==> config.mk <==
export PLATFORM = sky130hd
export DESIGN_NAME = hbg_host_port
export DESIGN_NICKNAME = d
export VERILOG_FILES = /design/src/hdl/hbg_host_port.v
export VERILOG_INCLUDE_DIRS = /design/src /design/src/hdl
export SDC_FILE = /design/constraint.sdc
export NUM_CORES = 1
export LEC_CHECK = 0
export ABC_CLOCK_PERIOD_IN_PS = 1880
export BUFFER_PORTS_ARGS = -buffer_cell sky130_fd_sc_hd__clkbuf_2
export CORE_MARGIN = 2
export CORE_UTILIZATION = 46
export CTS_CLUSTER_SIZE = 25
export DETAILED_ROUTE_END_ITERATION = 10
export GPL_ROUTABILITY_DRIVEN = 0
export PLACE_DENSITY = 0.74
export SYNTH_ARGS = -nofsm -noshare
export SYNTH_HDL_FRONTEND = slang
export SYNTH_SLANG_ARGS = --single-unit
==> constraint.sdc <==
create_clock -name ref_clk -period 1.88 [get_ports ref_clk]
set_clock_uncertainty 0.15 [all_clocks]
set_input_delay 0.376 -clock ref_clk [delete_from_list [all_inputs] [get_ports ref_clk]]
set_output_delay 0.376 -clock ref_clk [all_outputs]
set_load 0.01 [all_outputs]
==> src/hdl/hbg_regs.vh <==
// Constants for the 8-bit host bus glue port: window map, strap positions, reset values
// How it works
// Host cycles timed by separate bus clock
// Host wires address and data pins directly
// Host mirrors CPU byte on both lanes
// Host decodes 128K window into chip select
// Host drives high enable from inverted bit zero
// Host pulls write strobe low to write
// Host pulls read strobe low to read
// Wait held until arbitration completes
// Host inverts wait if it needs high
// Bus status and direction pins tied high
// Straps latched at reset release
// Strap three picks little or big endian
// Strap four sets panel power polarity
// All-ones config and bus straps select 16-bit generic mode
// Buffer at zero, registers in top 32
// Without A16 memory is partly unreachable
`ifndef HBG_REGS_VH
`define HBG_REGS_VH

`define HBG_ADDR_W        17
`define HBG_BUF_BASE      17'h00000
`define HBG_BUF_LAST      17'h13FFF
`define HBG_REG_BASE      17'h1FFE0
`define HBG_REG_LAST      17'h1FFFF

`define HBG_STRAP_W       6
`define HBG_STRAP_CFG0    0
`define HBG_STRAP_CFG1    1
`define HBG_STRAP_CFG2    2
`define HBG_STRAP_ORDER   3
`define HBG_STRAP_POWER   4
`define HBG_STRAP_BUS     5
`define HBG_MODE_GENERIC  4'hF

`define HBG_STRAP_RESET   6'h00
`define HBG_WORD_RESET    16'h0000
`define HBG_ADDR_RESET    17'h00000

`endif

==> src/hdl/hbg_host_port.v <==
// Host bus port of the display controller in 16-bit generic mode, fed by 8-bit glue
`timescale 1ns/1ps
`include "hbg_regs.vh"

module hbg_host_port
(
	input  wire        ref_clk,
	input  wire        nrst,
	input  wire        host_transfer_clock,
	input  wire [16:1] host_address_pins,
	input  wire        address_bit_zero,
	input  wire [15:0] host_data_pins_in,
	output wire [15:0] host_data_pins_out,
	output wire        host_data_pins_oe,
	input  wire        host_select_n,
	input  wire        high_byte_enable_n,
	input  wire        write_strobe_n,
	input  wire        host_read_n,
	input  wire        host_dir_pin,
	output wire        host_wait_n,
	input  wire        bus_status_strap,
	input  wire        config_strap_0,
	input  wire        config_strap_1,
	input  wire        config_strap_2,
	input  wire        byte_order_strap,
	input  wire        panel_power_polarity_strap,
	input  wire        panel_power_on,
	output wire        panel_power_control,
	output wire        generic_mode,
	output wire        big_endian,
	output wire        mem_req,
	output wire        mem_we,
	output wire        mem_reg_sel,
	output wire [16:0] mem_addr,
	output wire [1:0]  mem_be,
	output wire [15:0] mem_wdata,
	input  wire        mem_ack,
	input  wire [15:0] mem_rdata
);

	localparam SYNC_W = 38;
	localparam [2:0] ST_IDLE = 3'b001;
	localparam [2:0] ST_REQ  = 3'b010;
	localparam [2:0] ST_DONE = 3'b100;

	// Pins are sampled twice before use; data and address are only read while
	// the strobes hold them stable, so per-bit skew through the pair is harmless
	reg  [SYNC_W-1:0]      pin_s1_r;
	reg  [SYNC_W-1:0]      pin_s2_r;
	reg  [`HBG_STRAP_W-1:0] strap_s1_r;
	reg  [`HBG_STRAP_W-1:0] strap_s2_r;
	reg                    bclk_d_r;
	reg                    released_r;
	reg  [`HBG_STRAP_W-1:0] strap_r;
	reg  [2:0]             state_r;
	reg  [2:0]             state_nxt;
	reg                    wait_n_r;
	reg                    data_oe_r;
	reg  [15:0]            data_out_r;
	reg                    mem_req_r;
	reg                    mem_we_r;
	reg                    mem_reg_sel_r;
	reg  [16:0]            mem_addr_r;
	reg  [1:0]             mem_be_r;
	reg  [15:0]            mem_wdata_r;
	reg                    panel_r;

	wire [SYNC_W-1:0]      pin_raw;
	wire                   bclk_s;
	wire                   sel_n_s;
	wire                   rd_n_s;
	wire                   wr_n_s;
	wire                   bhe_n_s;
	wire                   a0_s;
	wire [16:1]            addr_hi_s;
	wire [15:0]            data_s;
	wire [16:0]            byte_addr;
	wire                   bclk_rise;
	wire                   mode_ok;
	wire                   order_big;
	wire                   hit_buf;
	wire                   hit_reg;
	wire                   start;
	wire                   cycle_gone;
	wire [1:0]             lane_be;
	wire [15:0]            rdata_lane;

	assign pin_raw = {host_transfer_clock, host_select_n, host_read_n, write_strobe_n,
		high_byte_enable_n, address_bit_zero, host_address_pins, host_data_pins_in};

	// Direction pin is tied high in this mode and carries nothing
	always @(posedge ref_clk)
	begin
		pin_s1_r   <= pin_raw;
		pin_s2_r   <= pin_s1_r;
		strap_s1_r <= {bus_status_strap, panel_power_polarity_strap, byte_order_strap,
			config_strap_2, config_strap_1, config_strap_0};
		strap_s2_r <= strap_s1_r;
	end

	assign bclk_s    = pin_s2_r[37];
	assign sel_n_s   = pin_s2_r[36];
	assign rd_n_s    = pin_s2_r[35];
	assign wr_n_s    = pin_s2_r[34];
	assign bhe_n_s   = pin_s2_r[33];
	assign a0_s      = pin_s2_r[32];
	assign addr_hi_s = pin_s2_r[31:16];
	assign data_s    = pin_s2_r[15:0];
	assign byte_addr = {addr_hi_s, a0_s};

	// Bus clock is found by its sampled rising edge
	// Tracks the pin through reset too, so release never shows a false edge
	always @(posedge ref_clk)
	begin
		bclk_d_r <= bclk_s;
	end
	assign bclk_rise = bclk_s & ~bclk_d_r;

	// Straps are caught in the first cycle after reset lets go
	always @(posedge ref_clk)
	begin
		if (!nrst)
		begin
			released_r <= 1'b0;
			strap_r    <= `HBG_STRAP_RESET;
		end
		else
		begin
			released_r <= 1'b1;
			if (!released_r)
				strap_r <= strap_s2_r;
		end
	end

	assign mode_ok   = released_r & ({strap_r[`HBG_STRAP_CFG2], strap_r[`HBG_STRAP_CFG1],
		strap_r[`HBG_STRAP_CFG0], strap_r[`HBG_STRAP_BUS]} == `HBG_MODE_GENERIC);
	assign order_big = strap_r[`HBG_STRAP_ORDER];

	// Addresses between buffer end and register block decode to nothing
	assign hit_buf = (byte_addr <= `HBG_BUF_LAST);
	assign hit_reg = (byte_addr >= `HBG_REG_BASE);

	// Little endian: low lane follows even addresses, high lane its own enable; big endian swaps the two
	assign lane_be = order_big ? {~a0_s, ~bhe_n_s} : {~bhe_n_s, ~a0_s};
	assign rdata_lane = order_big ? {mem_rdata[7:0], mem_rdata[15:8]} : mem_rdata;

	assign start = mode_ok & bclk_rise & ~sel_n_s & (~rd_n_s | ~wr_n_s);
	assign cycle_gone = sel_n_s | (rd_n_s & wr_n_s);

	always @*
	begin
		state_nxt = state_r;
		case (state_r)
			ST_IDLE:
			begin
				if (start)
					state_nxt = (hit_buf | hit_reg) ? ST_REQ : ST_DONE;
			end
			ST_REQ:
			begin
				if (mem_ack)
					state_nxt = ST_DONE;
			end
			ST_DONE:
			begin
				if (cycle_gone)
					state_nxt = ST_IDLE;
			end
			default:
				state_nxt = ST_IDLE;
		endcase
	end

	// Wait drops only after the strobe has crossed the synchroniser, so the host
	// must sample wait no earlier than about three core cycles into its strobe
	always @(posedge ref_clk)
	begin
		if (!nrst)
		begin
			state_r       <= ST_IDLE;
			wait_n_r      <= 1'b1;
			data_oe_r     <= 1'b0;
			data_out_r    <= `HBG_WORD_RESET;
			mem_req_r     <= 1'b0;
			mem_we_r      <= 1'b0;
			mem_reg_sel_r <= 1'b0;
			mem_addr_r    <= `HBG_ADDR_RESET;
			mem_be_r      <= 2'h0;
			mem_wdata_r   <= `HBG_WORD_RESET;
		end
		else
		begin
			state_r <= state_nxt;
			case (state_r)
				ST_IDLE:
				begin
					if (start)
					begin
						mem_we_r      <= ~wr_n_s;
						mem_reg_sel_r <= hit_reg;
						mem_addr_r    <= {addr_hi_s, 1'b0};
						mem_be_r      <= lane_be;
						mem_wdata_r   <= order_big ? {data_s[7:0], data_s[15:8]} : data_s;
						if (hit_buf | hit_reg)
						begin
							mem_req_r <= 1'b1;
							wait_n_r  <= 1'b0;
						end
						else
						begin
							data_out_r <= `HBG_WORD_RESET;
							data_oe_r  <= wr_n_s;
						end
					end
				end
				ST_REQ:
				begin
					if (mem_ack)
					begin
						mem_req_r  <= 1'b0;
						wait_n_r   <= 1'b1;
						data_out_r <= rdata_lane;
						data_oe_r  <= ~mem_we_r;
					end
				end
				ST_DONE:
				begin
					if (cycle_gone)
						data_oe_r <= 1'b0;
				end
				default:
				begin
					mem_req_r <= 1'b0;
					wait_n_r  <= 1'b1;
					data_oe_r <= 1'b0;
				end
			endcase
		end
	end

	always @(posedge ref_clk)
	begin
		if (!nrst)
			panel_r <= 1'b0;
		else
			panel_r <= strap_r[`HBG_STRAP_POWER] ? panel_power_on : ~panel_power_on;
	end

	assign host_wait_n         = wait_n_r;
	assign host_data_pins_out  = data_out_r;
	assign host_data_pins_oe   = data_oe_r;
	assign panel_power_control = panel_r;
	assign generic_mode        = mode_ok;
	assign big_endian          = order_big;
	assign mem_req             = mem_req_r;
	assign mem_we              = mem_we_r;
	assign mem_reg_sel         = mem_reg_sel_r;
	assign mem_addr            = mem_addr_r;
	assign mem_be              = mem_be_r;
	assign mem_wdata           = mem_wdata_r;

endmodule

# Word-level counts from Yosys, hierarchy flattened
# Cells that the tools add are included.
[classes]
addsub = 0
mul = 0
div_mod_pow = 0
n_lt_le_gt_ge = 2
eq_ne = 9
n_shift = 0
n_mux = 27
n_bitwise = 18
n_reduce_logical = 6
[ops]
columns = ["operator", "count"]
rows = [
  ["2-to-1 mux 16 bit", 5],
  ["one-hot mux 16 bit (2 select lines)", 1],
  ["greater-or-equal comparator 17 bit, second input constant", 1],
  ["less-or-equal comparator 17 bit, second input constant", 1],
  ["2-to-1 mux 1 bit", 12],
  ["2-to-1 mux 3 bit", 4],
  ["AND reduction 4 bit", 3],
  ["inequality test 2 bit, second input constant", 5],
  ["NOT 1 bit", 9],
  ["one-hot mux 1 bit (3 select lines)", 3],
  ["one-hot mux 3 bit (3 select lines)", 1],
  ["AND 1 bit", 6],
  ["== test 4 bit, second input constant", 1],
  ["== test 3 x 1 -> 1 bit, second input constant", 1],
  ["== test 3 x 2 -> 1 bit, second input constant", 1],
  ["== test 3 bit, second input constant", 1],
  ["bitwise OR 1 bit", 3],
  ["AND reduction 3 bit", 1],
  ["2-to-1 mux 2 bit", 1],
  ["AND reduction 2 bit", 1],
  ["nonzero test 2 bit", 1],
]
[totals]
ff_bits = 155
latch_bits = 0
ram_bits = 0
romBits = 0
output_inout_bits = 59
elab_cells = 80
memories = 0

# Depth between registers and ports, before layout
[depth]
word_depth = 7
mapped_depth = 7

# Worst setup path before layout
# Ideal clock, no wire load.
[synth_path]
path_kind = "register -> register"
startpoint = "reg released_r"
endpoint = "reg data_out_r[0], in the netlist host_data_pins_out[0]"
arrival_ns = 1.642
slack_ns = -0.040
stages_incl_launch_ff = 8
path_buffers = 2
period_less_slack_ns = 1.920
path_cell_list = "dfxtp_1 buf_4 nand2_2 or4_4 a21oi_2 a21oi_2 buf_6 o2bb2ai_1"
[synth_between]
elab_chain_cells = 6
[synth_rtl]
columns = ["element", "line_no", "text"]
rows = [
  ["start, declared", "hbg_host_port.v:53", "reg released_r;"],
  ["start signal, assigned", "hbg_host_port.v:124", "released_r <= 1'b0;"],
  ["start signal, assigned", "hbg_host_port.v:129", "released_r <= 1'b1;"],
  ["AND 1 bit", "hbg_host_port.v:135", "assign mode_ok = released_r & ({strap_r[`HBG_STRAP_CFG2], strap_r[`HBG_STRAP_CFG1],"],
  ["AND 1 bit (3 in a row)", "hbg_host_port.v:147", "assign start = mode_ok & bclk_rise & ~sel_n_s & (~rd_n_s | ~wr_n_s);"],
  ["inequality test 2 bit (no source line)", "n/a", ""],
  ["AND reduction 4 bit (no source line)", "n/a", ""],
  ["end signal, assigned", "hbg_host_port.v:183", "data_out_r <= `HBG_WORD_RESET;"],
  ["end signal, assigned", "hbg_host_port.v:211", "data_out_r <= `HBG_WORD_RESET;"],
  ["end signal, assigned", "hbg_host_port.v:222", "data_out_r <= rdata_lane;"],
  ["end, declared", "hbg_host_port.v:59", "reg [15:0] data_out_r;"],
]
# No other way between the ends.
# A chain may end at the register's enable or synchronous reset.

# Worst setup path after layout
[layout_path]
startpoint = "reg pin_s2_r[35]"
endpoint = "reg mem_wdata_r[12], in the netlist mem_wdata[12]"
[layout_between]
elab_chain_cells = 4
[layout_rtl]
columns = ["element", "line_no", "text"]
rows = [
  ["start, declared", "hbg_host_port.v:49", "reg [SYNC_W-1:0] pin_s2_r;"],
  ["start signal, assigned", "hbg_host_port.v:95", "pin_s2_r <= pin_s1_r;"],
  ["NOT 1 bit", "hbg_host_port.v:147", ""],
  ["bitwise OR 1 bit", "hbg_host_port.v:147", ""],
  ["AND 1 bit", "hbg_host_port.v:147", ""],
  ["AND reduction 2 bit (no source line)", "n/a", ""],
  ["end signal, assigned", "hbg_host_port.v:189", "mem_wdata_r <= `HBG_WORD_RESET;"],
  ["end signal, assigned", "hbg_host_port.v:203", "mem_wdata_r <= order_big ? {data_s[7:0], data_s[15:8]} : data_s;"],
  ["end, declared", "hbg_host_port.v:65", "reg [15:0] mem_wdata_r;"],
]
# No other way between the ends.

==> reports/results.ini <==
[layout]
fillers = 668
finalNonFillerCells = 735
fin_nets = 654
drive_above_1_share = 0.360
diodes = 0
areaGrowthSynthToFinish_pct = 50.8

[sta]
tns_ns = -1.85
max_slew.worst_pin.slew_ns = 0.610
setup_slack_ns = -0.0992
finalHoldViolCount = 0
fin_crit_sh = 1.05
period_minus_slack_ns = 1.98
rsz0062_at_grt = true
slew_headroom = 0.589
setup_viol = 49
slew_violations = 0
fmax_mhz = 505

[drt]
first_pass_iters = 4
vias_per_cell = 4.81
drc = 0
wl_per_cell_um = 14.8
drtIter0Drc = 76
routed_wl_mm = 10.9
ant_nets = 0
via_count = 3533

[die]
fp.dieH_um = 103
die_w_um = 103
pin_count = 124
rows = 36
die_area_um2 = 10700
start_util = 0.469
coreArea_um2 = 9680

[critical_path]
critPathMostFrequentCell = buf_12
crit_path_max_incr_delay_ns = 0.54
crit_family = simple AND/OR/NAND/NOR gates
crit_path_end_kind = flip-flop
crit_slowest_cell = or4_4
start_kind = flip-flop
worst_ep_arrival_time_ns = 2.25
path_buf_inv = 2
cp_max_fo = 8
required_ns = 2.15
path_cells = a21o_1 > or4_4 > nor2_4 > buf_12 > buf_12 > nor2_1 > a211oi_2
worst-setup-path-type = reg2reg

[synth]
synth_area_um2 = 4540
yosysSeqAreaShare = 0.683
synth_top_cell_by_area = dfxtp_1
ys_types = 40
synthTopCellsByArea = dfxtp_1, mux2i_1, nand2_1
yosys_warnings = 0
synthDominantCellAreaShare = 0.683
synth_edf_count = 0
synthFlopType = dfxtp_1
syn-num-nets = 444
synth_common_cells = dfxtp_1, nand2_1, mux2i_1, nor2_1, a21oi_1
yosysMostFrequentCell = dfxtp_1
ys_async_sr_fraction = 0
ys_ff_latch = 155
synthCells = 379
syn_avg_cell_area_um2 = 12.0

[power]
peakVddDrop_uv = 787
p_leak_nw = 2.92
power-per-cell-area_nw_per_um2 = 1080

[clock_network]
cts_tree = built
root_buffer = clkbuf_8
cts.htree.levels = 4
worstSkewPairLatency_ns = 0.51
clock-sinks = 155
clk_pin_slew_ns = 0.07
cts_buffer_depth = 2
numCtsBuffers = 17

[grt]
grt_max_degree = 34
grt_overflow = 0
grt_pass1_wl_mm = 16.5
gr-usage-all-layers = 0.207
first_global_vias = 3489
antenna_found_initial = 0

[status]
violations = negative setup slack
status = complete, but fails checks

[place]
dp.cells = 633
hpwl_mm = 6.18
portBuffers = 121
dp_worst_setup_slack_ns = -0.153

[min_path]
min_path_type = in2reg

[flow_run]
cap_violations = 0

## worst paths after layout
kind / start / end / slack, ns / cells past startpoint
min reg2reg: pin_s1_r[37] / pin_s2_r[37] / 0.18 / 0
min: mem_rdata[15] / host_data_pins_out[7] / 0.02 / 3
max reg2reg: pin_s2_r[35] / mem_wdata[12] / -0.1 / 7
max: pin_s2_r[35] / mem_wdata[12] / -0.1 / 7
## final cells by class
cell class                 count  area [um^2]  area share
clock buffer                  17          414      0.0604
clock inverter                15          129      0.0188
inverter                       2         7.51     0.00110
multi-input combinational    202         1450       0.211
sequential                   155         3110       0.453
tap                          133          166      0.0243
timing repair buffer         211         1590       0.231
## cells in the final DEF, fill, tap and decap left out, drive strengths merged, types with 5 or more instances in the layout
master and n:
buf 29, nand3 5, nand2 43, dlygate4sd3 59
clkbuf 139, o2bb2ai 16, a211oi 15, mux2i 39
inv 10, a21oi 19, dfxtp 155, nor2 23
## routing by layer
layer,vias to the layer above,part of all wire,global-route usage
li1,1740,-,-
met1,1673,0.41,0.229
met2,101,0.53,0.364
met3,19,0.035,0.0591
met4,0,0.021,0.0982
met5,-,0,0
## registers in the layout, summed over array words and instances (netlist names)
signal	cells
mem_be	2
strap_s1_r	6
mem_wdata	16
released_r	1
host_data_pins_oe	1
panel_power_control	1
pin_s2_r	38
strap_r	6
mem_addr	16
pin_s1_r	38
bclk_d_r	1
host_wait_n	1
strap_s2_r	6
host_data_pins_out	16
mem_req	1
state_r	3
mem_reg_sel	1
mem_we	1
## worst min-delay path: cells and delay by family
kind | cells | cell delay, ns
buffers and inverters | 1 | 0.09
AOI/OAI and AO/OA | 1 | 0.11
muxes | 1 | 0.06
## logic make-up (layout without fill, tap and decap cells)
logic type             count (synthesis)  after routing  share of synthesized area
flip-flops                           155            155                      0.683
AO/OA/AOI/OAI                         70             70                      0.112
buffers and inverters                 22            245                     0.0262
XOR/XNOR                               1              1                    0.00193
other                                  1              1                   0.000825
AND/OR/NAND/NOR                       91             91                     0.0906
multiplexers                          39             39                     0.0859
## where the power goes
group / switching [mW] / internal [mW] / total, mW
clock: 1.43 / 1.67 / 3.10
sequential: 0.0731 / 3.43 / 3.51
combinational: 0.404 / 0.395 / 0.799
total: 1.91 / 5.50 / 7.41
## what timing repair did
action / in CTS / in global routing
hold endpoints to repair: 54 / 0
hold buffers: 59 / 0
gates cloned: 3 / 1
endpoints found under the setup margin: 53 / 58
setup buffers: 10 / 0
resized for setup: 18 / 21
pin swaps: 15 / 6
## through the flow
stage / total power, mW / hold WS (ns) / utilization / cell area (um^2)
2_1_floorplan: 3.93 / 0.160 / - / 4550
6_report: 7.41 / 0.0155 / 0.708 / 6850
3_3_place_gp: 4.16 / 0.160 / 0.559 / 5410
3_5_place_dp: 4.19 / 0.162 / 0.559 / 5410
5_1_grt: 7.71 / 0.00589 / 0.708 / 6850
4_1_cts: 7.42 / 0.000719 / 0.702 / 6800
(Power assumes the default switching activity.)
